**src/rtl/tp_map.svh**
```systemverilog
`ifndef TP_MAP_SVH
`define TP_MAP_SVH
// Register addresses and reset values
`define TP_ADDR_CFG  8'h21
`define TP_ADDR_STAT 8'h22
`define TP_CFG_RST   8'h00
`define TP_STAT_RST  8'h00
`define TP_RD_NONE   8'h00
// Config field positions
`define TP_CFG_ABORT 7
`define TP_CFG_LATCH 6
`define TP_CFG_ZDBL  5
`define TP_CFG_ZSGL  4
`define TP_CFG_YDBL  3
`define TP_CFG_YSGL  2
`define TP_CFG_XDBL  1
`define TP_CFG_XSGL  0
// Status field positions
`define TP_ST_EA     7
`define TP_ST_AXZ    6
`define TP_ST_AXX    4
`define TP_ST_DBL    3
`define TP_ST_POLZ   2
`define TP_ST_POLX   0
// Step counter values
`define TP_CNT_ZERO  8'h00
`define TP_CNT_ONE   8'h01
`endif

```
**src/rtl/tp_pkg.sv**
```systemverilog
`include "tp_map.svh"
package tp_pkg;
    // Tap sequencer phases
    typedef enum logic [1:0] {
        tp_st_idle = 2'b00,
        tp_st_lat  = 2'b01,
        tp_st_win  = 2'b10
    } tp_state_t;

    // Single-tap enables as {z,y,x}
    function automatic logic [2:0] tp_sgl_en(input logic [7:0] cfg);
        return {cfg[`TP_CFG_ZSGL], cfg[`TP_CFG_YSGL], cfg[`TP_CFG_XSGL]};
    endfunction

    // Double-tap enables as {z,y,x}
    function automatic logic [2:0] tp_dbl_en(input logic [7:0] cfg);
        return {cfg[`TP_CFG_ZDBL], cfg[`TP_CFG_YDBL], cfg[`TP_CFG_XDBL]};
    endfunction
endpackage

```
**src/rtl/tp_evt_if.sv**
```systemverilog
`timescale 1ns/1ps
// Qualified tap event from sequencer to status logic
interface tp_evt_if;
    logic       valid;
    logic [2:0] axes;
    logic [2:0] pol;
    logic       dbl;
    modport src (output valid, output axes, output pol, output dbl);
    modport dst (input valid, input axes, input pol, input dbl);
endinterface

```
**src/rtl/tp_tap_regs.sv**
```systemverilog
`timescale 1ns/1ps
`include "tp_map.svh"
module tp_tap_regs
    import tp_pkg::*;
(
    // Clock, reset, enable
    input  wire logic       sys_clk_in,
    input  wire logic       rst_in,
    input  wire logic       ce_in,
    // Register access from the serial front end
    input  wire logic [7:0] reg_addr_in,
    input  wire logic       reg_wr_in,
    input  wire logic       reg_rd_in,
    input  wire logic [7:0] reg_wdata_in,
    output logic      [7:0] reg_rdata_out,
    output logic            reg_rvalid_out,
    // Pulse qualifier results per axis {z,y,x}, step, then latency and window timing
    input  wire logic [2:0] tap_in,
    input  wire logic [2:0] start_in,
    input  wire logic [2:0] pol_in,
    input  wire logic       step_in,
    input  wire logic [7:0] latency_in,
    input  wire logic [7:0] window_in,
    // Status level
    output logic            tap_event_active_out
);
    logic [7:0] cfg_reg;
    logic [7:0] status_reg;
    logic [7:0] status_next;
    logic       cfg_wr;
    logic       stat_rd;
    logic       load;
    logic       latch_on;

    tp_evt_if evt ();

    ////////////////////////////////////////////////////////////////////////
    // Sequencer: first tap, latency, second-tap window
    tp_tap_seq u_seq (
        .sys_clk_in  (sys_clk_in),
        .rst_in      (rst_in),
        .ce_in       (ce_in),
        .tap_in      (tap_in),
        .start_in    (start_in),
        .pol_in      (pol_in),
        .step_in     (step_in),
        .latency_in  (latency_in),
        .window_in   (window_in),
        .abort_en_in (cfg_reg[`TP_CFG_ABORT]),
        .sgl_en_in   (tp_sgl_en(cfg_reg)),
        .dbl_en_in   (tp_dbl_en(cfg_reg)),
        .evt         (evt.src)
    );

    // Read answer one cycle after the request
    tp_read_port u_rd (
        .sys_clk_in (sys_clk_in),
        .rst_in     (rst_in),
        .ce_in      (ce_in),
        .rd_in      (reg_rd_in),
        .addr_in    (reg_addr_in),
        .cfg_in     (cfg_reg),
        .status_in  (status_reg),
        .rdata_out  (reg_rdata_out),
        .rvalid_out (reg_rvalid_out)
    );

    ////////////////////////////////////////////////////////////////////////
    // Address decode
    assign cfg_wr   = reg_wr_in && (reg_addr_in == `TP_ADDR_CFG);
    assign stat_rd  = reg_rd_in && (reg_addr_in == `TP_ADDR_STAT);
    assign latch_on = cfg_reg[`TP_CFG_LATCH];

    // Latched flags refuse new events until read; unlatched ones follow.
    // A read in the same cycle frees the latch, so that event is not lost.
    assign load = evt.valid
                  && (!latch_on || !status_reg[`TP_ST_EA] || stat_rd);

    // Config register; status is read only, writes to it are dropped
    always_ff @(posedge sys_clk_in or posedge rst_in) begin
        if (rst_in) begin
            cfg_reg <= `TP_CFG_RST;
        end else if (ce_in && cfg_wr) begin
            cfg_reg <= reg_wdata_in;
        end
    end

    ////////////////////////////////////////////////////////////////////////
    // Status value for a newly taken event
    always_comb begin
        status_next                             = `TP_STAT_RST;
        status_next[`TP_ST_EA]                  = 1'b1;
        status_next[`TP_ST_AXZ:`TP_ST_AXX]      = evt.axes;
        status_next[`TP_ST_DBL]                 = evt.dbl;
        status_next[`TP_ST_POLZ:`TP_ST_POLX]    = evt.pol;
    end

    // Event load wins over a read clear in the same cycle
    always_ff @(posedge sys_clk_in or posedge rst_in) begin
        if (rst_in) begin
            status_reg <= `TP_STAT_RST;
        end else if (ce_in) begin
            if (load) begin
                status_reg <= status_next;
            end else if (stat_rd) begin
                status_reg <= `TP_STAT_RST;
            end
        end
    end

    assign tap_event_active_out = status_reg[`TP_ST_EA];

    ////////////////////////////////////////////////////////////////////////
    // Checks
    property p_latch_hold;
        @(posedge sys_clk_in) disable iff (rst_in)
        (ce_in && latch_on && status_reg[`TP_ST_EA] && !stat_rd)
        |=> $stable(status_reg);
    endproperty
    a_latch_hold: assert property (p_latch_hold)
        else $error("latched flags changed without a read");

    property p_read_clear;
        @(posedge sys_clk_in) disable iff (rst_in)
        (ce_in && stat_rd && !evt.valid) |=> status_reg == `TP_STAT_RST;
    endproperty
    a_read_clear: assert property (p_read_clear)
        else $error("status not cleared by read");

    property p_dbl_mask;
        @(posedge sys_clk_in) disable iff (rst_in)
        (evt.valid && evt.dbl) |-> (evt.axes & ~tp_dbl_en(cfg_reg)) == 3'h0;
    endproperty
    a_dbl_mask: assert property (p_dbl_mask)
        else $error("double tap flagged on disabled axis");

    property p_sgl_mask;
        @(posedge sys_clk_in) disable iff (rst_in)
        (evt.valid && !evt.dbl) |-> (evt.axes & ~tp_sgl_en(cfg_reg)) == 3'h0;
    endproperty
    a_sgl_mask: assert property (p_sgl_mask)
        else $error("single tap flagged on disabled axis");

    property p_ea_cause;
        @(posedge sys_clk_in) disable iff (rst_in)
        $rose(status_reg[`TP_ST_EA]) |-> $past(evt.valid) && $past(ce_in);
    endproperty
    a_ea_cause: assert property (p_ea_cause)
        else $error("event active without an event");

    property p_axes;
        @(posedge sys_clk_in) disable iff (rst_in)
        (ce_in && load) |=>
            status_reg[`TP_ST_AXZ:`TP_ST_AXX] == $past(evt.axes)
            && status_reg[`TP_ST_EA];
    endproperty
    a_axes: assert property (p_axes)
        else $error("axis flags do not match event");

    property p_dbl_bit;
        @(posedge sys_clk_in) disable iff (rst_in)
        (ce_in && load) |=> status_reg[`TP_ST_DBL] == $past(evt.dbl);
    endproperty
    a_dbl_bit: assert property (p_dbl_bit)
        else $error("double bit wrong");

    property p_pol;
        @(posedge sys_clk_in) disable iff (rst_in)
        (ce_in && load) |=>
            status_reg[`TP_ST_POLZ:`TP_ST_POLX] == $past(evt.pol);
    endproperty
    a_pol: assert property (p_pol)
        else $error("polarity bits wrong");

    property p_follow;
        @(posedge sys_clk_in) disable iff (rst_in)
        (ce_in && !latch_on && evt.valid) |=>
            status_reg[`TP_ST_AXZ:`TP_ST_AXX] == $past(evt.axes);
    endproperty
    a_follow: assert property (p_follow)
        else $error("unlatched flags did not follow event");

    // Event meeting a read clear must survive it
    property p_set_wins;
        @(posedge sys_clk_in) disable iff (rst_in)
        (ce_in && evt.valid && stat_rd) |=> status_reg[`TP_ST_EA];
    endproperty
    a_set_wins: assert property (p_set_wins)
        else $error("event lost to a status read");

    // Event active only drops after a status read
    property p_ea_drop;
        @(posedge sys_clk_in) disable iff (rst_in)
        $fell(status_reg[`TP_ST_EA]) |-> $past(stat_rd) && $past(ce_in);
    endproperty
    a_ea_drop: assert property (p_ea_drop)
        else $error("event active cleared without a read");
endmodule

```
**src/rtl/tp_tap_seq.sv**
```systemverilog
`timescale 1ns/1ps
`include "tp_map.svh"
module tp_tap_seq
    import tp_pkg::*;
(
    // Clock, reset, enable
    input  wire logic       sys_clk_in,
    input  wire logic       rst_in,
    input  wire logic       ce_in,
    // Pulse qualifier results per axis {z,y,x}
    input  wire logic [2:0] tap_in,
    input  wire logic [2:0] start_in,
    input  wire logic [2:0] pol_in,
    input  wire logic       step_in,
    // Timing and enables
    input  wire logic [7:0] latency_in,
    input  wire logic [7:0] window_in,
    input  wire logic       abort_en_in,
    input  wire logic [2:0] sgl_en_in,
    input  wire logic [2:0] dbl_en_in,
    // Event out
    tp_evt_if.src           evt
);
    tp_state_t  state_reg;
    logic [7:0] cnt_reg;
    logic       started_reg;
    logic       abort_hit;

    // Pulse both started and ended inside latency
    assign abort_hit = abort_en_in && (started_reg || (|start_in)) && (|tap_in);

    ////////////////////////////////////////////////////////////////////////
    // Phase and step counter
    always_ff @(posedge sys_clk_in or posedge rst_in) begin
        if (rst_in) begin
            state_reg <= tp_st_idle;
            cnt_reg   <= `TP_CNT_ZERO;
        end else if (ce_in) begin
            case (state_reg)
                tp_st_idle: begin
                    if (|tap_in) begin
                        if (latency_in == `TP_CNT_ZERO) begin
                            state_reg <= tp_st_win;
                            cnt_reg   <= window_in;
                        end else begin
                            state_reg <= tp_st_lat;
                            cnt_reg   <= latency_in;
                        end
                    end
                end
                tp_st_lat: begin
                    // New starts are ignored here unless abort applies
                    if (abort_hit) begin
                        state_reg <= tp_st_idle;
                    end else if (step_in) begin
                        if (cnt_reg <= `TP_CNT_ONE) begin
                            state_reg <= tp_st_win;
                            cnt_reg   <= window_in;
                        end else begin
                            cnt_reg <= cnt_reg - `TP_CNT_ONE;
                        end
                    end
                end
                tp_st_win: begin
                    if (|tap_in) begin
                        state_reg <= tp_st_idle;
                    end else if (step_in) begin
                        if (cnt_reg == `TP_CNT_ZERO) begin
                            state_reg <= tp_st_idle;
                        end else begin
                            cnt_reg <= cnt_reg - `TP_CNT_ONE;
                        end
                    end
                end
                default: state_reg <= tp_st_idle;
            endcase
        end
    end

    // Start seen during latency, for the abort check
    always_ff @(posedge sys_clk_in or posedge rst_in) begin
        if (rst_in) begin
            started_reg <= 1'b0;
        end else if (ce_in) begin
            started_reg <= (state_reg == tp_st_lat) && !abort_hit
                           && (started_reg || (|start_in));
        end
    end

    ////////////////////////////////////////////////////////////////////////
    // Event emission, masked by the per-axis enables
    always_ff @(posedge sys_clk_in or posedge rst_in) begin
        if (rst_in) begin
            evt.valid <= 1'b0;
            evt.axes  <= 3'h0;
            evt.pol   <= 3'h0;
            evt.dbl   <= 1'b0;
        end else if (ce_in) begin
            evt.valid <= 1'b0;
            if (state_reg == tp_st_idle && (|tap_in)) begin
                evt.valid <= |(tap_in & sgl_en_in);
                evt.axes  <= tap_in & sgl_en_in;
                evt.pol   <= pol_in & tap_in & sgl_en_in;
                evt.dbl   <= 1'b0;
            end else if (state_reg == tp_st_win && (|tap_in)) begin
                evt.valid <= |(tap_in & dbl_en_in);
                evt.axes  <= tap_in & dbl_en_in;
                evt.pol   <= pol_in & tap_in & dbl_en_in;
                evt.dbl   <= 1'b1;
            end
        end
    end

    ////////////////////////////////////////////////////////////////////////
    property p_lat_quiet;
        @(posedge sys_clk_in) disable iff (rst_in)
        (ce_in && state_reg == tp_st_lat) |=> !evt.valid;
    endproperty
    a_lat_quiet: assert property (p_lat_quiet)
        else $error("event raised during latency");

    property p_abort;
        @(posedge sys_clk_in) disable iff (rst_in)
        (ce_in && state_reg == tp_st_lat && abort_en_in && (|start_in)
         && (|tap_in)) |=> state_reg == tp_st_idle;
    endproperty
    a_abort: assert property (p_abort)
        else $error("double tap not suspended");

    property p_no_abort;
        @(posedge sys_clk_in) disable iff (rst_in)
        (ce_in && state_reg == tp_st_lat && !abort_en_in && !step_in)
        |=> state_reg == tp_st_lat;
    endproperty
    a_no_abort: assert property (p_no_abort)
        else $error("double tap aborted while abort is off");
endmodule

```
**src/rtl/tp_read_port.sv**
```systemverilog
`timescale 1ns/1ps
`include "tp_map.svh"
module tp_read_port (
    // Clock, reset, enable
    input  wire logic       sys_clk_in,
    input  wire logic       rst_in,
    input  wire logic       ce_in,
    // Read request
    input  wire logic       rd_in,
    input  wire logic [7:0] addr_in,
    input  wire logic [7:0] cfg_in,
    input  wire logic [7:0] status_in,
    // Read answer
    output logic      [7:0] rdata_out,
    output logic            rvalid_out
);
    // Registered mux; unmapped addresses read as zero
    always_ff @(posedge sys_clk_in or posedge rst_in) begin
        if (rst_in) begin
            rdata_out  <= `TP_RD_NONE;
            rvalid_out <= 1'b0;
        end else if (ce_in) begin
            rvalid_out <= rd_in;
            if (rd_in) begin
                case (addr_in)
                    `TP_ADDR_CFG:  rdata_out <= cfg_in;
                    `TP_ADDR_STAT: rdata_out <= status_in;
                    default:       rdata_out <= `TP_RD_NONE;
                endcase
            end
        end
    end
endmodule

```
**config.mk**
```make
export PLATFORM = sky130hd
export DESIGN_NAME = tp_tap_regs
export DESIGN_NICKNAME = d
export VERILOG_FILES = /design/src/rtl/tp_pkg.sv /design/src/rtl/tp_evt_if.sv /design/src/rtl/tp_tap_regs.sv /design/src/rtl/tp_tap_seq.sv /design/src/rtl/tp_read_port.sv
export VERILOG_INCLUDE_DIRS = /design/src /design/src/rtl
export SDC_FILE = /design/constraint.sdc
export NUM_CORES = 1
export LEC_CHECK = 0
export ABC_AREA = 1
export BUFFER_PORTS_ARGS = -buffer_cell sky130_fd_sc_hd__buf_2
export CORE_MARGIN = 2
export CORE_UTILIZATION = 45
export DETAILED_ROUTE_END_ITERATION = 16
export GPL_ROUTABILITY_DRIVEN = 0
export PLACE_DENSITY = 0.75
export SYNTH_ARGS = -nofsm -noshare
export SYNTH_HDL_FRONTEND = slang
export SYNTH_SLANG_ARGS = --single-unit
```
**constraint.sdc**
```tcl
create_clock -name sys_clk_in -period 3.15 [get_ports sys_clk_in]
set_input_delay 0.315 -clock sys_clk_in [delete_from_list [all_inputs] [get_ports sys_clk_in]]
set_output_delay 0.315 -clock sys_clk_in [all_outputs]
set_load 0.01 [all_outputs]
```
Yosys cells after proc, flatten, opt, wreduce, memory -nomap -nowiden

Index checks and enable logic that the tools add are counted.

Output and inout bits: 10
Memories kept: 0
Memory bits (writable): 0
Bits in read-only memories: 0
Input bits: 47
Register bits: 44
Bits in latches: 0

Reductions and logical operators: 31
Eq/ne operators: 14
Mux-type cells: 29
Add/sub/neg operators: 1
Multipliers: 0
Order comparisons: 1
Shifts and indexed selects: 0
Divide/modulo/power cells: 0
Bitwise operators: 5

Operator list:

| operator                                                                         | number |
|---|---|
| 8-bit 2-to-1 mux                                                                 | 10 |
| 8-bit one-hot mux with 3 select lines                                            | 1 |
| 8-bit by 6-bit equality test with 1-bit output, second input constant            | 2 |
| 8-bit logical NOT                                                                | 2 |
| 2-bit 2-to-1 mux                                                                 | 8 |
| 8-bit one-hot mux with 2 select lines                                            | 1 |
| 3-bit AND                                                                        | 5 |
| 3-bit 2-to-1 mux                                                                 | 4 |
| 3-bit OR reduction                                                               | 4 |
| 1-bit logical AND                                                                | 10 |
| 2-bit != test, second input constant                                             | 5 |
| 8-bit by 1-bit less-or-equal comparator with 1-bit output, second input constant | 1 |
| 8-bit AND reduction                                                              | 1 |
| 8-bit by 1-bit subtractor with 8-bit output, second input constant               | 1 |
| 3-bit by 1-bit != test with 1-bit output, second input constant                  | 2 |
| 3-bit by 2-bit != test with 1-bit output, second input constant                  | 2 |
| 2-bit one-hot mux with 3 select lines                                            | 1 |
| 2-bit AND reduction                                                              | 3 |
| 6-bit AND reduction                                                              | 1 |
| 1-bit 2-to-1 mux                                                                 | 4 |
| 2-bit nonzero test                                                               | 2 |
| 1-bit logical NOT                                                                | 3 |
| 1-bit logical OR                                                                 | 3 |
| 3-bit nonzero test                                                               | 1 |
| other kinds (4)                                                                  | 4 |

Longest topological paths before layout

Gate-level depths: netlist of run 1.

Word-level depth: 7
Depth in mapped cells: 12
Mapped depth without buffers: 12

Hierarchy

A second synthesis of run 1 with hierarchy kept.

Cell total of the unflattened synthesis: 436
Area total of the unflattened synthesis: 3,016.6 um^2

By module, submodules not included:

| module       | seq. area each (um^2) | times used | area each (um^2) | cells each |
|---|---|---|---|---|
| tp_tap_seq   | 475.5                 | 1          | 1,680.4          | 270 |
| tp_tap_regs  | 400.4                 | 1          | 793.3            | 88 |
| tp_read_port | 225.2                 | 1          | 543.0            | 78 |

Worst setup path after synthesis of run 1

Ideal clock, no wire load.

Kind: register to register
Start: register u_seq.state_reg[0]
End: register u_seq.evt.dbl
Arrival: 1.480 ns
Clock period less this slack: 1.608 ns
Required time: 3.022 ns
Slack: 1.542 ns
Library setup time: 0.128 ns
Stages on the path, launching flop included: 11
Path through: dfrtp_1 -> inv_1 -> ha_1 -> buf_2 -> inv_1 -> a21oi_1 -> nor2_1 -> nor2_2 -> inv_1 -> nand2_1 -> o21ai_0

Cells in the longest elaborated chain, start to end: 4

Ends and longest elaborated chain:

| item                                                            | line                                 | RTL |
|---|---|---|
| start: declaration                                              | tp_tap_seq.sv:24                     | `tp_state_t state_reg;` |
| start signal: assignment                                        | tp_tap_seq.sv:36                     | `state_reg <= tp_st_idle;` |
| start signal: assignment                                        | tp_tap_seq.sv:43                     | `state_reg <= tp_st_win;` |
| start signal: assignment                                        | tp_tap_seq.sv:46                     | `state_reg <= tp_st_lat;` |
| 2-bit equality test / 2-bit logical NOT (equally long branches) | tp_tap_seq.sv:105, tp_tap_seq.sv:100 |  |
| 1-bit logical AND, on equally long branches                     | tp_tap_seq.sv:105, tp_tap_seq.sv:100 |  |
| 2-bit nonzero test (no line)                                    | n/a                                  |  |
| 2-bit AND reduction (no line)                                   | n/a                                  |  |
| end signal: assignment                                          | tp_tap_seq.sv:97                     | `evt.dbl <= 1'b0;` |
| end signal: assignment                                          | tp_tap_seq.sv:104                    | `evt.dbl <= 1'b0;` |
| end signal: assignment                                          | tp_tap_seq.sv:109                    | `evt.dbl <= 1'b1;` |
| end: declaration                                                | tp_evt_if.sv:8                       | `modport src (output valid, output axes, output pol, output dbl);` |

Parallel ways exist; a longest one is shown, timed or not.
A chain may end at the register's enable or synchronous reset.

Worst setup path after layout of run 1

Same ends and word-level chain as after synthesis.

==> results by group, run 1 <==
Status
  • Status: finished, final reports clean

CTS
  • CTS Buf Count: 5
  • Post-CTS sizing: 0
  • Post-CTS Hold Buffers: 0
  • Root Buffer: clkbuf_8
  • Clock Latency Late Sink: 300 ps
  • Clk buf depth: 2
  • TritonCTS clock tree: built
  • Reg clk slew, reported paths: 90 ps
  • H-tree lvl count: 2
  • Clock sinks: 44
  • Post-CTS setup buffers: 0

Setup path
  • R2R cell count: 8
  • CP startpoint: u_seq.state_reg[0]$_DFFE_PP0P_
  • Slowest cell on crit path: dfrtp_1
  • Crit Path Class: flop to flop
  • CP Data Required Time: 3360 ps
  • Arrival @ worst endpoint: 2290 ps
  • CP Cell Sequence: inv_1, ha_1, inv_1, a21oi_1, nor2_1, nor2_2, inv_1, o21ai_0
  • Largest stage delay on the critical path: 420 ps
  • CP startpoint kind: flop
  • Family with the most delay on the worst path: compound AO/OA/AOI/OAI gates
  • Most frequent CP cell: inv_1
  • Crit. End Element: flop
  • Number of cells on the critical path: 8
  • Reg2reg start: u_seq.state_reg[0]$_DFFE_PP0P_
  • Max FO, Critical Path: 8
  • Bufs and invs on worst path: 3

STA
  • Final setup violating endpoints: 0
  • Tmin final: 2079 ps
  • Clock skew: 11.06 ps
  • Hold Vio Cnt, Final: 0
  • Fmax: 480.9 MHz
  • Worst Max-Slew Pin Slew: 710.2 ps
  • Slew HR: 52.50%
  • Slew Viols, Final: 0
  • Total negative setup slack: 0 ps
  • RSZ-0062 raised after global routing: no
  • Period Utilization, post-route: 66.01%

Logic synthesis
  • Post-synthesis simple-gate area fraction: 39.14%
  • Sequential share of the synthesized area: 39.82%
  • Syn nets: 450
  • Synth Area in Compound Gates: 9.729%
  • Main combinational cell family by area after synthesis: simple AND/OR/NAND/NOR gates
  • Post-synthesis mux area share: 0%
  • Adder-cell area share of the yosys netlist: 2.715%
  • Synth cell types: 26
  • Post-synthesis share of cell area spent on xor and xnor gates: 0.3167%
  • Synth warn: 0
  • Mapped Area: 0.002765 mm2
  • Syn avg cell area: 6.965 um2
  • #FFs+latches synth: 44
  • Mapped Cells: 397

Power and ir drop
  • Pwr per Cell Area: 672.3 mW/mm2
  • Final Power: 0.002163 W
  • Maximum VDD drop: 0.2718 mV
  • Leak pwr: 1.732 nW

Placed design
  • Hpwl dp: 5.117 mm
  • PortBufs: 56
  • Placed inst area: 0.003102 mm2

Global routing
  • Vias in the first global route: 2,604
  • Gr usage total: 21.30%
  • Largest net degree at the start of global routing: 45
  • Initial antenna violation count: 0
  • Gr ovfl total: 0
  • First-pass GRT wire length: 11.12 mm

Routing
  • Routed len/inst: 12.36 um
  • Routed via count: 2,641
  • Post-DRT Antenna Nets: 0
  • Residual DRC: 0
  • Final WL: 6.527 mm
  • Initial DRT Pass Iterations: 4
  • Initial DRC count: 129
  • Vias/cell: 5.002

Run
  • Max Cap Viol: 0

Floorplanning
  • Initial Utilization: 46.70%
  • Die Ht: 82.39 um
  • Die width: 82.39 um
  • Core footprint: 0.005921 mm2
  • Die footprint: 0.006788 mm2
  • Boundary Pins: 57
  • # rows: 28

Final layout
  • Final non-filler cell area: 0.003217 mm2
  • Layout fillers: 582
  • # diodes: 0
  • Area grow syn2layout: 16.34%
  • Share of layout cells above drive strength 1: 18.32%
  • Fin nets: 505

Worst hold path
  • Tightest Hold Check Type: input port to asynchronous set/reset pin
==> layer usage <==
metal	global-route usage, %	vias to the layer above	wire (um)
met3	3.043	13	294
met5	0	-	0
met2	40.56	72	3333
met1	23.81	1170	2797
li1	-	1386	-
met4	7.667	0	102
==> worst paths after layout <==
| check | endpoint | slack, ps |
|---|---|---|
| max in group asynchronous | cfg_reg[7]$_DFFE_PP0P_ | 2620 |
| setup / recovery | u_seq.evt.dbl$_DFFE_PP0P_ | 1070 |
| setup reg to reg | u_seq.evt.dbl$_DFFE_PP0P_ | 1070 |
| min in group sys_clk_in | u_seq.evt.pol[2]$_DFFE_PP0P_ | 230 |
| hold reg to reg | u_rd.rvalid_out$_DFFE_PP0P_ | 480 |
| hold / removal | u_seq.evt.pol[2]$_DFFE_PP0P_ | 140 |
==> cell families (layout without fill, tap and decap cells) <==
group           count (synthesis)  in the layout
simple gates                  244            244
xor+xnor                        1              1
fa+ha+maj                       6              6
buf+inv                        58            114
compound gates                 44             44
flops                          44             44
==> through the flow <==
step,instances,hold WS [ps],setup WS (ps),utilization (%)
floorplan,397,442.0,1542,-
global route,528,221.4,923.7,54.33
detailed placement,520,460.0,1086,52.39
CTS,528,166.9,1064,54.33
finish,528,136.8,1071,54.33
global placement,520,457.5,1203,52.39
==> worst min-delay path, cell delays in order <==
cell   delay, ps
buf_2         90
inv_1         40
buf_4        460
==> cells in the final DEF, fill, tap and decap left out, drive strengths merged <==
cell        n
o21ai      23
clkinv      1
inv        49
bufinv      1
o2bb2ai     1
nor2       42
nand3      49
nand4      10
clkbuf      5
dfrtp      44
nor3        3
a31oi       9
nor4        1
nand2     138
buf        57
nand3b      1
xnor2       1
clkinvlp    1
a21oi      11
ha          6
==> cell type report <==
class,instances,area (um2),area share (%)
Multi-Input combinational cell,295,1435,44.61
Sequential cell,44,1101,34.23
Inverter,49,183.9,5.718
Clock inverter,3,46.29,1.439
Clock buffer,5,68.82,2.139
Timing Repair Buffer,57,287.8,8.946
Tap cell,75,93.84,2.917
==> Yosys cell counts <==
cell type | n | area [um2]
o21ai_2 | 9 | 78.83
nand4_1 | 9 | 56.30
o2bb2ai_1 | 1 | 8.760
a31oi_1 | 9 | 56.30
nor2_4 | 1 | 11.26
nor4_4 | 1 | 21.27
a21oi_1 | 11 | 55.05
buf_1 | 1 | 3.750
nand3_1 | 49 | 245.2
inv_1 | 48 | 180.2
nand4_4 | 1 | 21.27
nor3_4 | 2 | 32.53
nand2_2 | 3 | 18.77
nand3b_1 | 1 | 7.510
clkbuf_1 | 4 | 15.01
dfrtp_1 | 44 | 1101
xnor2_1 | 1 | 8.760
clkinv_1 | 1 | 3.750
o21ai_0 | 14 | 70.07
nand2_1 | 135 | 506.7
nor2_2 | 1 | 6.260
nor2_1 | 40 | 150.1
ha_1 | 6 | 75.07
buf_2 | 3 | 15.01
nor3_1 | 1 | 5.000
buf_6 | 1 | 11.26
==> report_power, final <==
part | switching, W | leakage (nW) | internal [W]
clock network | 0.000206 | 0.0548 | 0.000239
registers | 0.0000942 | 0.570 | 0.000666
logic | 0.000624 | 1.11 | 0.000333
(Power assumes the default switching activity.)
==> run 2, diff against run 1 <==
--- a/config.mk
+++ b/config.mk
@@ -6,13 +6,13 @@
 export SDC_FILE = /design/constraint.sdc
 export NUM_CORES = 1
 export LEC_CHECK = 0
-export ABC_AREA = 1
+export ABC_AREA = 0
 export BUFFER_PORTS_ARGS = -buffer_cell sky130_fd_sc_hd__buf_2
 export CORE_MARGIN = 2
 export CORE_UTILIZATION = 45
 export DETAILED_ROUTE_END_ITERATION = 16
 export GPL_ROUTABILITY_DRIVEN = 0
-export PLACE_DENSITY = 0.75
+export PLACE_DENSITY = 0.78
 export SYNTH_ARGS = -nofsm -noshare
 export SYNTH_HDL_FRONTEND = slang
 export SYNTH_SLANG_ARGS = --single-unit
==> constraint.sdc (replaced) <==
create_clock -name sys_clk_in -period 1.8 [get_ports sys_clk_in]
set_input_delay 0.18 -clock sys_clk_in [delete_from_list [all_inputs] [get_ports sys_clk_in]]
set_output_delay 0.18 -clock sys_clk_in [all_outputs]
set_load 0.01 [all_outputs]
==> results by group, run 2 <==
STA
  • Period Utilization, post-route: 104.4% (was 66.01%)
  • Final setup violating endpoints: 8 (was 0)
  • Hold Vio Cnt, Final: 0 (unchanged)
  • Fmax: 532.2 MHz (was 480.9 MHz)
  • Post-route setup slack: -79.10 ps (was 1071 ps)
  • WHS: 98.50 ps (was 136.8 ps)
  • Tmin final: 1879 ps (was 2079 ps)
  • Slew Viols, Final: 0 (unchanged)
  • RSZ-0062 raised after global routing: yes (was no)
  • Worst Max-Slew Pin Slew: 506.8 ps (was 710.2 ps)
  • Slew HR: 65.95% (was 52.50%)
  • Clock skew: 8.879 ps (was 11.06 ps)

Logic synthesis
  • Synth async-reset ratio: 100.0% (unchanged)
  • Share of the synthesized area in the top cell type: 42.07% (was 39.82%)
  • Top_reg_cell synth: dfrtp_1 (unchanged)
  • Synth Area in Compound Gates: 23.71% (was 9.729%)
  • Sequential share of the synthesized area: 42.07% (was 39.82%)
  • Synth top cells by count: dfrtp_1, inv_1, nand2_1 (was nand2_1, nand3_1, inv_1)
  • Syn avg cell area: 9.803 um2 (was 6.965 um2)
  • Adder-cell area share of the yosys netlist: 2.868% (was 2.715%)
  • Post-synth top area cell: dfrtp_1 (unchanged)
  • Mapped Area: 0.002618 mm2 (was 0.002765 mm2)
  • Number of synthesized flops with an enable pin: 0 (unchanged)
  • Dominant cells by area after synthesis: dfrtp_1, mux2i_1, inv_1 (was dfrtp_1, nand2_1, nand3_1)
  • Main combinational cell family by area after synthesis: compound AO/OA/AOI/OAI gates (was simple AND/OR/NAND/NOR gates)
  • Synth warn: 0 (unchanged)
  • Post-synthesis share of cell area spent on xor and xnor gates: 0.3346% (was 0.3167%)
  • Most common cell in the netlist: dfrtp_1 (was nand2_1)
  • Post-synthesis simple-gate area fraction: 16.92% (was 39.14%)
  • Post-synthesis mux area share: 8.031% (was 0%)
  • Mapped Cells: 267 (was 397)
  • Syn nets: 320 (was 450)
  • #FFs+latches synth: 44 (unchanged)
  • Synth cell types: 57 (was 26)

Routing
  • Post-DRT Antenna Nets: 0 (unchanged)
  • M1 WL: 3.141 mm (was 2.797 mm)
  • Vias/cell: 5.851 (was 5.002)
  • Initial DRC count: 146 (was 129)
  • Initial DRT Pass Iterations: 6 (was 4)
  • Routed via count: 2,545 (was 2,641)
  • Top Metal Used: met4 (unchanged)
  • Residual DRC: 0 (unchanged)
  • Routed wl met2: 3.869 mm (was 3.333 mm)
  • Routed len/inst: 17.60 um (was 12.36 um)
  • Met3 Routed Length: 480 um (was 294 um)
  • Final WL: 7.656 mm (was 6.527 mm)

Setup path
  • R2R cell count: 8 (unchanged)
  • Crit Path Class: flop to flop (unchanged)
  • Crit. End Element: flop (unchanged)
  • Bufs and invs on worst path: 2 (was 3)
  • Number of cells on the critical path: 8 (unchanged)
  • Max FO, Critical Path: 6 (was 8)
  • CP startpoint kind: flop (unchanged)
  • Largest stage delay on the critical path: 440 ps (was 420 ps)
  • CP Data Required Time: 1990 ps (was 3360 ps)
  • Family with the most delay on the worst path: compound AO/OA/AOI/OAI gates (unchanged)
  • Arrival @ worst endpoint: 2070 ps (was 2290 ps)
  • Slowest cell on crit path: a221o_2 (was dfrtp_1)
  • CP Cell Sequence: inv_2, ha_4, or3b_4, o21ai_4, a221o_2, buf_6, a32oi_1, o21ai_1 (was inv_1, ha_1, inv_1, a21oi_1, nor2_1, nor2_2, inv_1, o21ai_0)

Power and ir drop
  • Leak pwr: 1.716 nW (was 1.732 nW)
  • Pwr per Cell Area: 1368 mW/mm2 (was 672.3 mW/mm2)
  • Maximum VDD drop: 0.7132 mV (was 0.2718 mV)

Run
  • Max Cap Viol: 0 (unchanged)

Floorplanning
  • # rows: 27 (was 28)
  • Boundary Pins: 57 (unchanged)
  • Core footprint: 0.005574 mm2 (was 0.005921 mm2)
  • Initial Utilization: 46.96% (was 46.70%)
  • Die Ht: 80.27 um (was 82.39 um)
  • Die width: 80.27 um (was 82.39 um)
  • Die footprint: 0.006442 mm2 (was 0.006788 mm2)

Worst hold path
  • WHS Path Cells: 3
  • Tightest Hold Check Type: input port to flop (was input port to asynchronous set/reset pin)

Global routing
  • First-pass GRT wire length: 12.08 mm (was 11.12 mm)
  • Largest net degree at the start of global routing: 37 (was 45)
  • Vias in the first global route: 2,590 (was 2,604)
  • Gr usage total: 24.42% (was 21.30%)
  • Gr ovfl total: 0 (unchanged)
  • Initial antenna violation count: 0 (unchanged)

Status
  • Status: finished, violations left (was finished, final reports clean)
  • Violated checks: setup timing

Placed design
  • Hpwl dp: 5.120 mm (was 5.117 mm)
  • PortBufs: 56 (unchanged)
  • Inst Count DP: 415 (was 520)

Final layout
  • # diodes: 0 (unchanged)
  • Layout fillers: 455 (was 582)
  • Fin nets: 415 (was 505)
  • Most frequent cells in the layout: buf_2, dfrtp_1, buf_4 (was nand2_1, buf_2, nand3_1)
  • Area grow syn2layout: 38.62% (was 16.34%)
  • FF+latch area: 0.001101 mm2 (unchanged)
  • Share of layout cells above drive strength 1: 44.08% (was 18.32%)
  • Fin cells: 435 (was 528)
  • Multi-input logic area: 0.001550 mm2 (was 0.001435 mm2)
  • Commonest non-fill, non-tap cell in the layout: buf_2 (was nand2_1)

CTS
  • Clock Latency Late Sink: 300 ps (about the same)
  • Clk buf depth: 2 (unchanged)
  • H-tree lvl count: 2 (unchanged)
  • CTS Buf Count: 5 (unchanged)
  • TritonCTS clock tree: built (unchanged)
  • Root Buffer: clkbuf_8 (unchanged)
  • Reg clk slew, reported paths: 90 ps (about the same)
  • Clock sinks: 44 (unchanged)
-- run 2: cell count changes in the layout (fill, tap and decap cells not counted), sizes merged, moves of 5 or more --
cell and change:
nor2b +8, o21ai -8, nor2 -33, nand4 -7, nand3 -42, a222oi +9
nand2 -116, a22o +5, inv -22, o31ai +6, buf +41, mux2 +8
a211oi +8, mux2i +12
-- run 2: path summary, 6_finish.rpt --
path / startpoint / end / slack (ps)
worst max-delay path: u_seq.cnt_reg[0]$_DFFE_PP0P_ / u_seq.cnt_reg[2]$_DFFE_PP0P_ / -80
worst min-delay path: pol_in[1] / u_seq.evt.pol[1]$_DFFE_PP0P_ / 100
worst max register to register: u_seq.cnt_reg[0]$_DFFE_PP0P_ / u_seq.cnt_reg[2]$_DFFE_PP0P_ / -80
worst min register to register: u_rd.rdata_out[2]$_DFFE_PP0P_ / u_rd.rdata_out[2]$_DFFE_PP0P_ / 510
max in group asynchronous: rst_in / u_seq.evt.valid$_DFFE_PP0P_ / 860
min in group asynchronous: rst_in / u_seq.cnt_reg[7]$_DFFE_PP0P_ / 410
-- run 2: through the flow --
stage               power, W  setup slack, ps  area (um2)  setup TNS, ps  util [%]
finish              0.004964           -79.10        3628         -504.6     65.10
global placement    0.003335           -70.31        3203         -263.1     57.46
floorplan           0.002646           -19.94        2625         -27.03         -
CTS                 0.004559           -52.67        3501         -193.7     62.81
global route        0.005235           -141.8        3628         -896.3     65.10
detailed placement  0.003397           -150.7        3203         -857.2     57.46
-- run 2: power by group --
group | switching (W) | total (W) | internal (W)
logic | 0.00146 | 0.00283 | 0.00137
registers | 0.000166 | 0.00131 | 0.00115
clock network | 0.000366 | 0.000820 | 0.000454
total | 0.00199 | 0.00496 | 0.00297
-- run 2: layout make-up --
class	count	area share, %
clock buffers	6	2.276
clock inverters	2	1.069
well taps	72	2.483
flip-flops and latches	44	30.34
inverters	27	2.793
multi-input cells	185	42.72
repair buffers	99	18.31
-- run 2: routing by layer --
metal | up-vias | GRT usage, %
li1 | 1193 | -
met1 | 1217 | 28.68
met2 | 113 | 43.08
met3 | 22 | 5.056
met4 | 0 | 10.17
met5 | - | 0
-- run 2: worst register-to-register path, stage by stage, from the launching register on --
cell and delay (ps):
dfrtp_1 400, inv_2 60, ha_4 170, or3b_4 250
o21ai_4 60, a221o_2 440, buf_6 150, a32oi_1 150
o21ai_1 80
-- run 2: logic make-up (layout without fill, tap and decap cells) --
logic type / count (synthesis) / count (layout)
and+or+nand+nor: 75 / 75
xor gates and xnor gates: 1 / 1
buffers and inverters: 39 / 134
DFF: 44 / 44
muxes: 20 / 20
AOI/OAI and AO/OA: 82 / 83
adders and majority gates: 6 / 6
-- run 2: what timing repair did --
| item | CTS | global route |
|---|---|---|
| setup buffers | 9 | 1 |
| hold endpoints to repair | 8 | 0 |
| pin swaps | 15 | 13 |
| resized for setup | 20 | 31 |
| endpoints found under the setup margin | 12 | 17 |
| gates cloned | 1 | 0 |
| hold buffers | 1 | 0 |
==> run 3, diff against run 2 <==
--- a/config.mk
+++ b/config.mk
@@ -13,6 +13,7 @@
 export DETAILED_ROUTE_END_ITERATION = 16
 export GPL_ROUTABILITY_DRIVEN = 0
 export PLACE_DENSITY = 0.78
+export SKIP_CTS_REPAIR_TIMING = 1
 export SYNTH_ARGS = -nofsm -noshare
 export SYNTH_HDL_FRONTEND = slang
 export SYNTH_SLANG_ARGS = --single-unit
==> results by group, run 3 (same netlist as run 2, synthesis figures left out) <==
Status
  • Status: finished, violations left (unchanged)
  • Violated checks: setup timing (unchanged)

Power and ir drop
  • P_sw: 0.001927 W (was 0.001992 W)
  • Pwr per Cell Area: 1355 mW/mm2 (was 1368 mW/mm2)
  • Maximum VDD drop: 0.7080 mV (was 0.7132 mV)
  • Leak pwr: 1.692 nW (was 1.716 nW)
  • Int Pwr: 0.002904 W (was 0.002972 W)
  • Sw Ratio: 39.89% (was 40.12%)
  • Sequential Power Share: 27.3% (was 26.4%)
  • Clock Power Share: 17.0% (was 16.5%)
  • Comb power frac: 55.7% (was 57.0%)

Setup path
  • Crit Path Class: flop to flop (unchanged)
  • CP Cell Sequence: inv_2, ha_4, or3b_4, o21ai_4, a221o_1, nor2_1, a22o_1 (was inv_2, ha_4, or3b_4, o21ai_4, a221o_2, buf_6, a32oi_1, o21ai_1)
  • CP startpoint kind: flop (unchanged)
  • Register-to-register setup slack: -110 ps (was -80 ps)
  • Max FO, Critical Path: 6 (unchanged)
  • CP Data Required Time: 1990 ps (about the same)
  • Crit. End Element: flop (unchanged)
  • Arrival @ worst endpoint: 2100 ps (was 2070 ps)
  • Slowest cell on crit path: dfrtp_1 (was a221o_2)
  • Largest stage delay on the critical path: 420 ps (was 440 ps)

CTS
  • Clk buf depth: 2 (unchanged)
  • Reg clk slew, reported paths: 90 ps (about the same)
  • TritonCTS clock tree: built (unchanged)
  • H-tree lvl count: 2 (unchanged)
  • CTS Buf Count: 5 (unchanged)
  • Clock sinks: 44 (unchanged)
  • Root Buffer: clkbuf_8 (unchanged)
  • Clock Latency Late Sink: 300 ps (about the same)

Placed design
  • Placed inst area: 0.003203 mm2 (unchanged)
  • Hpwl dp: 5.120 mm (unchanged)
  • PortBufs: 56 (unchanged)

Global routing
  • Initial antenna violation count: 0 (unchanged)
  • Vias in the first global route: 2,433 (was 2,590)
  • Gr ovfl total: 0 (unchanged)
  • Largest net degree at the start of global routing: 37 (unchanged)
  • First-pass GRT wire length: 11.32 mm (was 12.08 mm)
  • Gr usage total: 22.80% (was 24.42%)

Final layout
  • Final non-filler cell area: 0.003566 mm2 (was 0.003628 mm2)
  • Post-layout util: 63.97% (was 65.10%)
  • # diodes: 0 (unchanged)
  • Fin nets: 412 (was 415)
  • Share of layout cells above drive strength 1: 41.67% (was 44.08%)
  • Area grow syn2layout: 36.23% (was 38.62%)
  • Commonest non-fill, non-tap cell in the layout: buf_2 (unchanged)
  • Most frequent cells in the layout: buf_2, dfrtp_1, buf_4 (unchanged)

Routing
  • Final WL: 7.509 mm (was 7.656 mm)
  • Vias/cell: 5.942 (was 5.851)
  • Residual DRC: 0 (unchanged)
  • Routed len/inst: 17.38 um (was 17.60 um)
  • Routed via count: 2,567 (was 2,545)
  • Initial DRT Pass Iterations: 6 (unchanged)
  • Initial DRC count: 197 (was 146)
  • Post-DRT Antenna Nets: 0 (unchanged)

Worst hold path
  • Tightest Hold Check Type: input port to flop (unchanged)

STA
  • Worst Max-Slew Pin Slew: 540.0 ps (was 506.8 ps)
  • Final setup violating endpoints: 8 (unchanged)
  • Slew Viols, Final: 0 (unchanged)
  • RSZ-0062 raised after global routing: yes (unchanged)
  • Slew HR: 63.72% (was 65.95%)
  • Tmin final: 1914 ps (was 1879 ps)
  • Hold Vio Cnt, Final: 0 (unchanged)
  • Period Utilization, post-route: 106.3% (was 104.4%)
  • Post-route setup slack: -113.7 ps (was -79.10 ps)
  • Clock skew: 7.053 ps (was 8.879 ps)
  • Fmax: 522.6 MHz (was 532.2 MHz)

Floorplanning
  • # rows: 27 (unchanged)
  • Boundary Pins: 57 (unchanged)
  • Die Ht: 80.27 um (unchanged)
  • Die width: 80.27 um (unchanged)
  • Core footprint: 0.005574 mm2 (unchanged)
  • Initial Utilization: 46.96% (unchanged)
  • Die footprint: 0.006442 mm2 (unchanged)

Run
  • Max Cap Viol: 0 (unchanged)
==> run 3: power groups by stage <==
stage	clock, W	combinational (W)	sequential [W]
2_1_floorplan	0	0.00135	0.00130
3_3_place_gp	0	0.00204	0.00129
3_5_place_dp	0	0.00210	0.00130
4_1_cts	0.000824	0.00211	0.00128
5_1_grt	0.000875	0.00290	0.00133
6_report	0.000819	0.00269	0.00132
==> run 3: routing by layer <==
layer / part of all wire (%) / wire length (um) / up-vias / track usage (%)
met5: 0 / 0 / - / 0
met4: 2.5 / 188 / 0 / 7.627
met3: 7.1 / 531 / 25 / 4.494
met2: 50 / 3750 / 120 / 40.25
met1: 40 / 3038 / 1236 / 27.70
li1: - / - / 1186 / -
==> run 3: path summary, 6_finish.rpt <==
check	startpoint	to	cells past startpoint
max	u_seq.cnt_reg[0]$_DFFE_PP0P_	u_seq.cnt_reg[6]$_DFFE_PP0P_	7
min	pol_in[1]	u_seq.evt.pol[1]$_DFFE_PP0P_	3
max reg2reg	u_seq.cnt_reg[0]$_DFFE_PP0P_	u_seq.cnt_reg[6]$_DFFE_PP0P_	7
min reg2reg	u_rd.rdata_out[2]$_DFFE_PP0P_	u_rd.rdata_out[2]$_DFFE_PP0P_	2
max in group asynchronous	rst_in	u_seq.evt.valid$_DFFE_PP0P_	4
min in group asynchronous	rst_in	u_seq.cnt_reg[7]$_DFFE_PP0P_	3
==> run 3: through the flow <==
stage / total power, W / instances / TNS (ps) / hold slack, ps / setup WS (ps)
global route: 0.005109 / 432 / -1168 / 97.74 / -175.7
CTS: 0.004219 / 423 / -795.0 / -131.7 / -167.8
finish: 0.004830 / 432 / -677.9 / 103.3 / -113.7
floorplan: 0.002646 / 267 / -27.03 / 318.5 / -19.94
detailed placement: 0.003397 / 415 / -857.2 / 190.7 / -150.7
global placement: 0.003335 / 415 / -263.1 / 195.8 / -70.31
==> run 3: cell type report <==
cell class                 instances  area (um2)
fill                             459        2008
tap                               72       90.09
clock inverter                     2       38.79
timing repair buffer              96       641.9
clock buffer                       6       82.58
multi-input combinational        185        1510
sequential                        44        1101
inverter                          27       101.3
==> run 3: worst max-delay path, delay by kind of cell, from the launching register on <==
kind / cells / cell delay, ps
adder cells (fa/ha/maj): 1 / 150
AO/OA/AOI/OAI: 3 / 660
buffers and inverters: 1 / 90
AND/OR/NAND/NOR: 2 / 490
flip-flops: 1 / 420
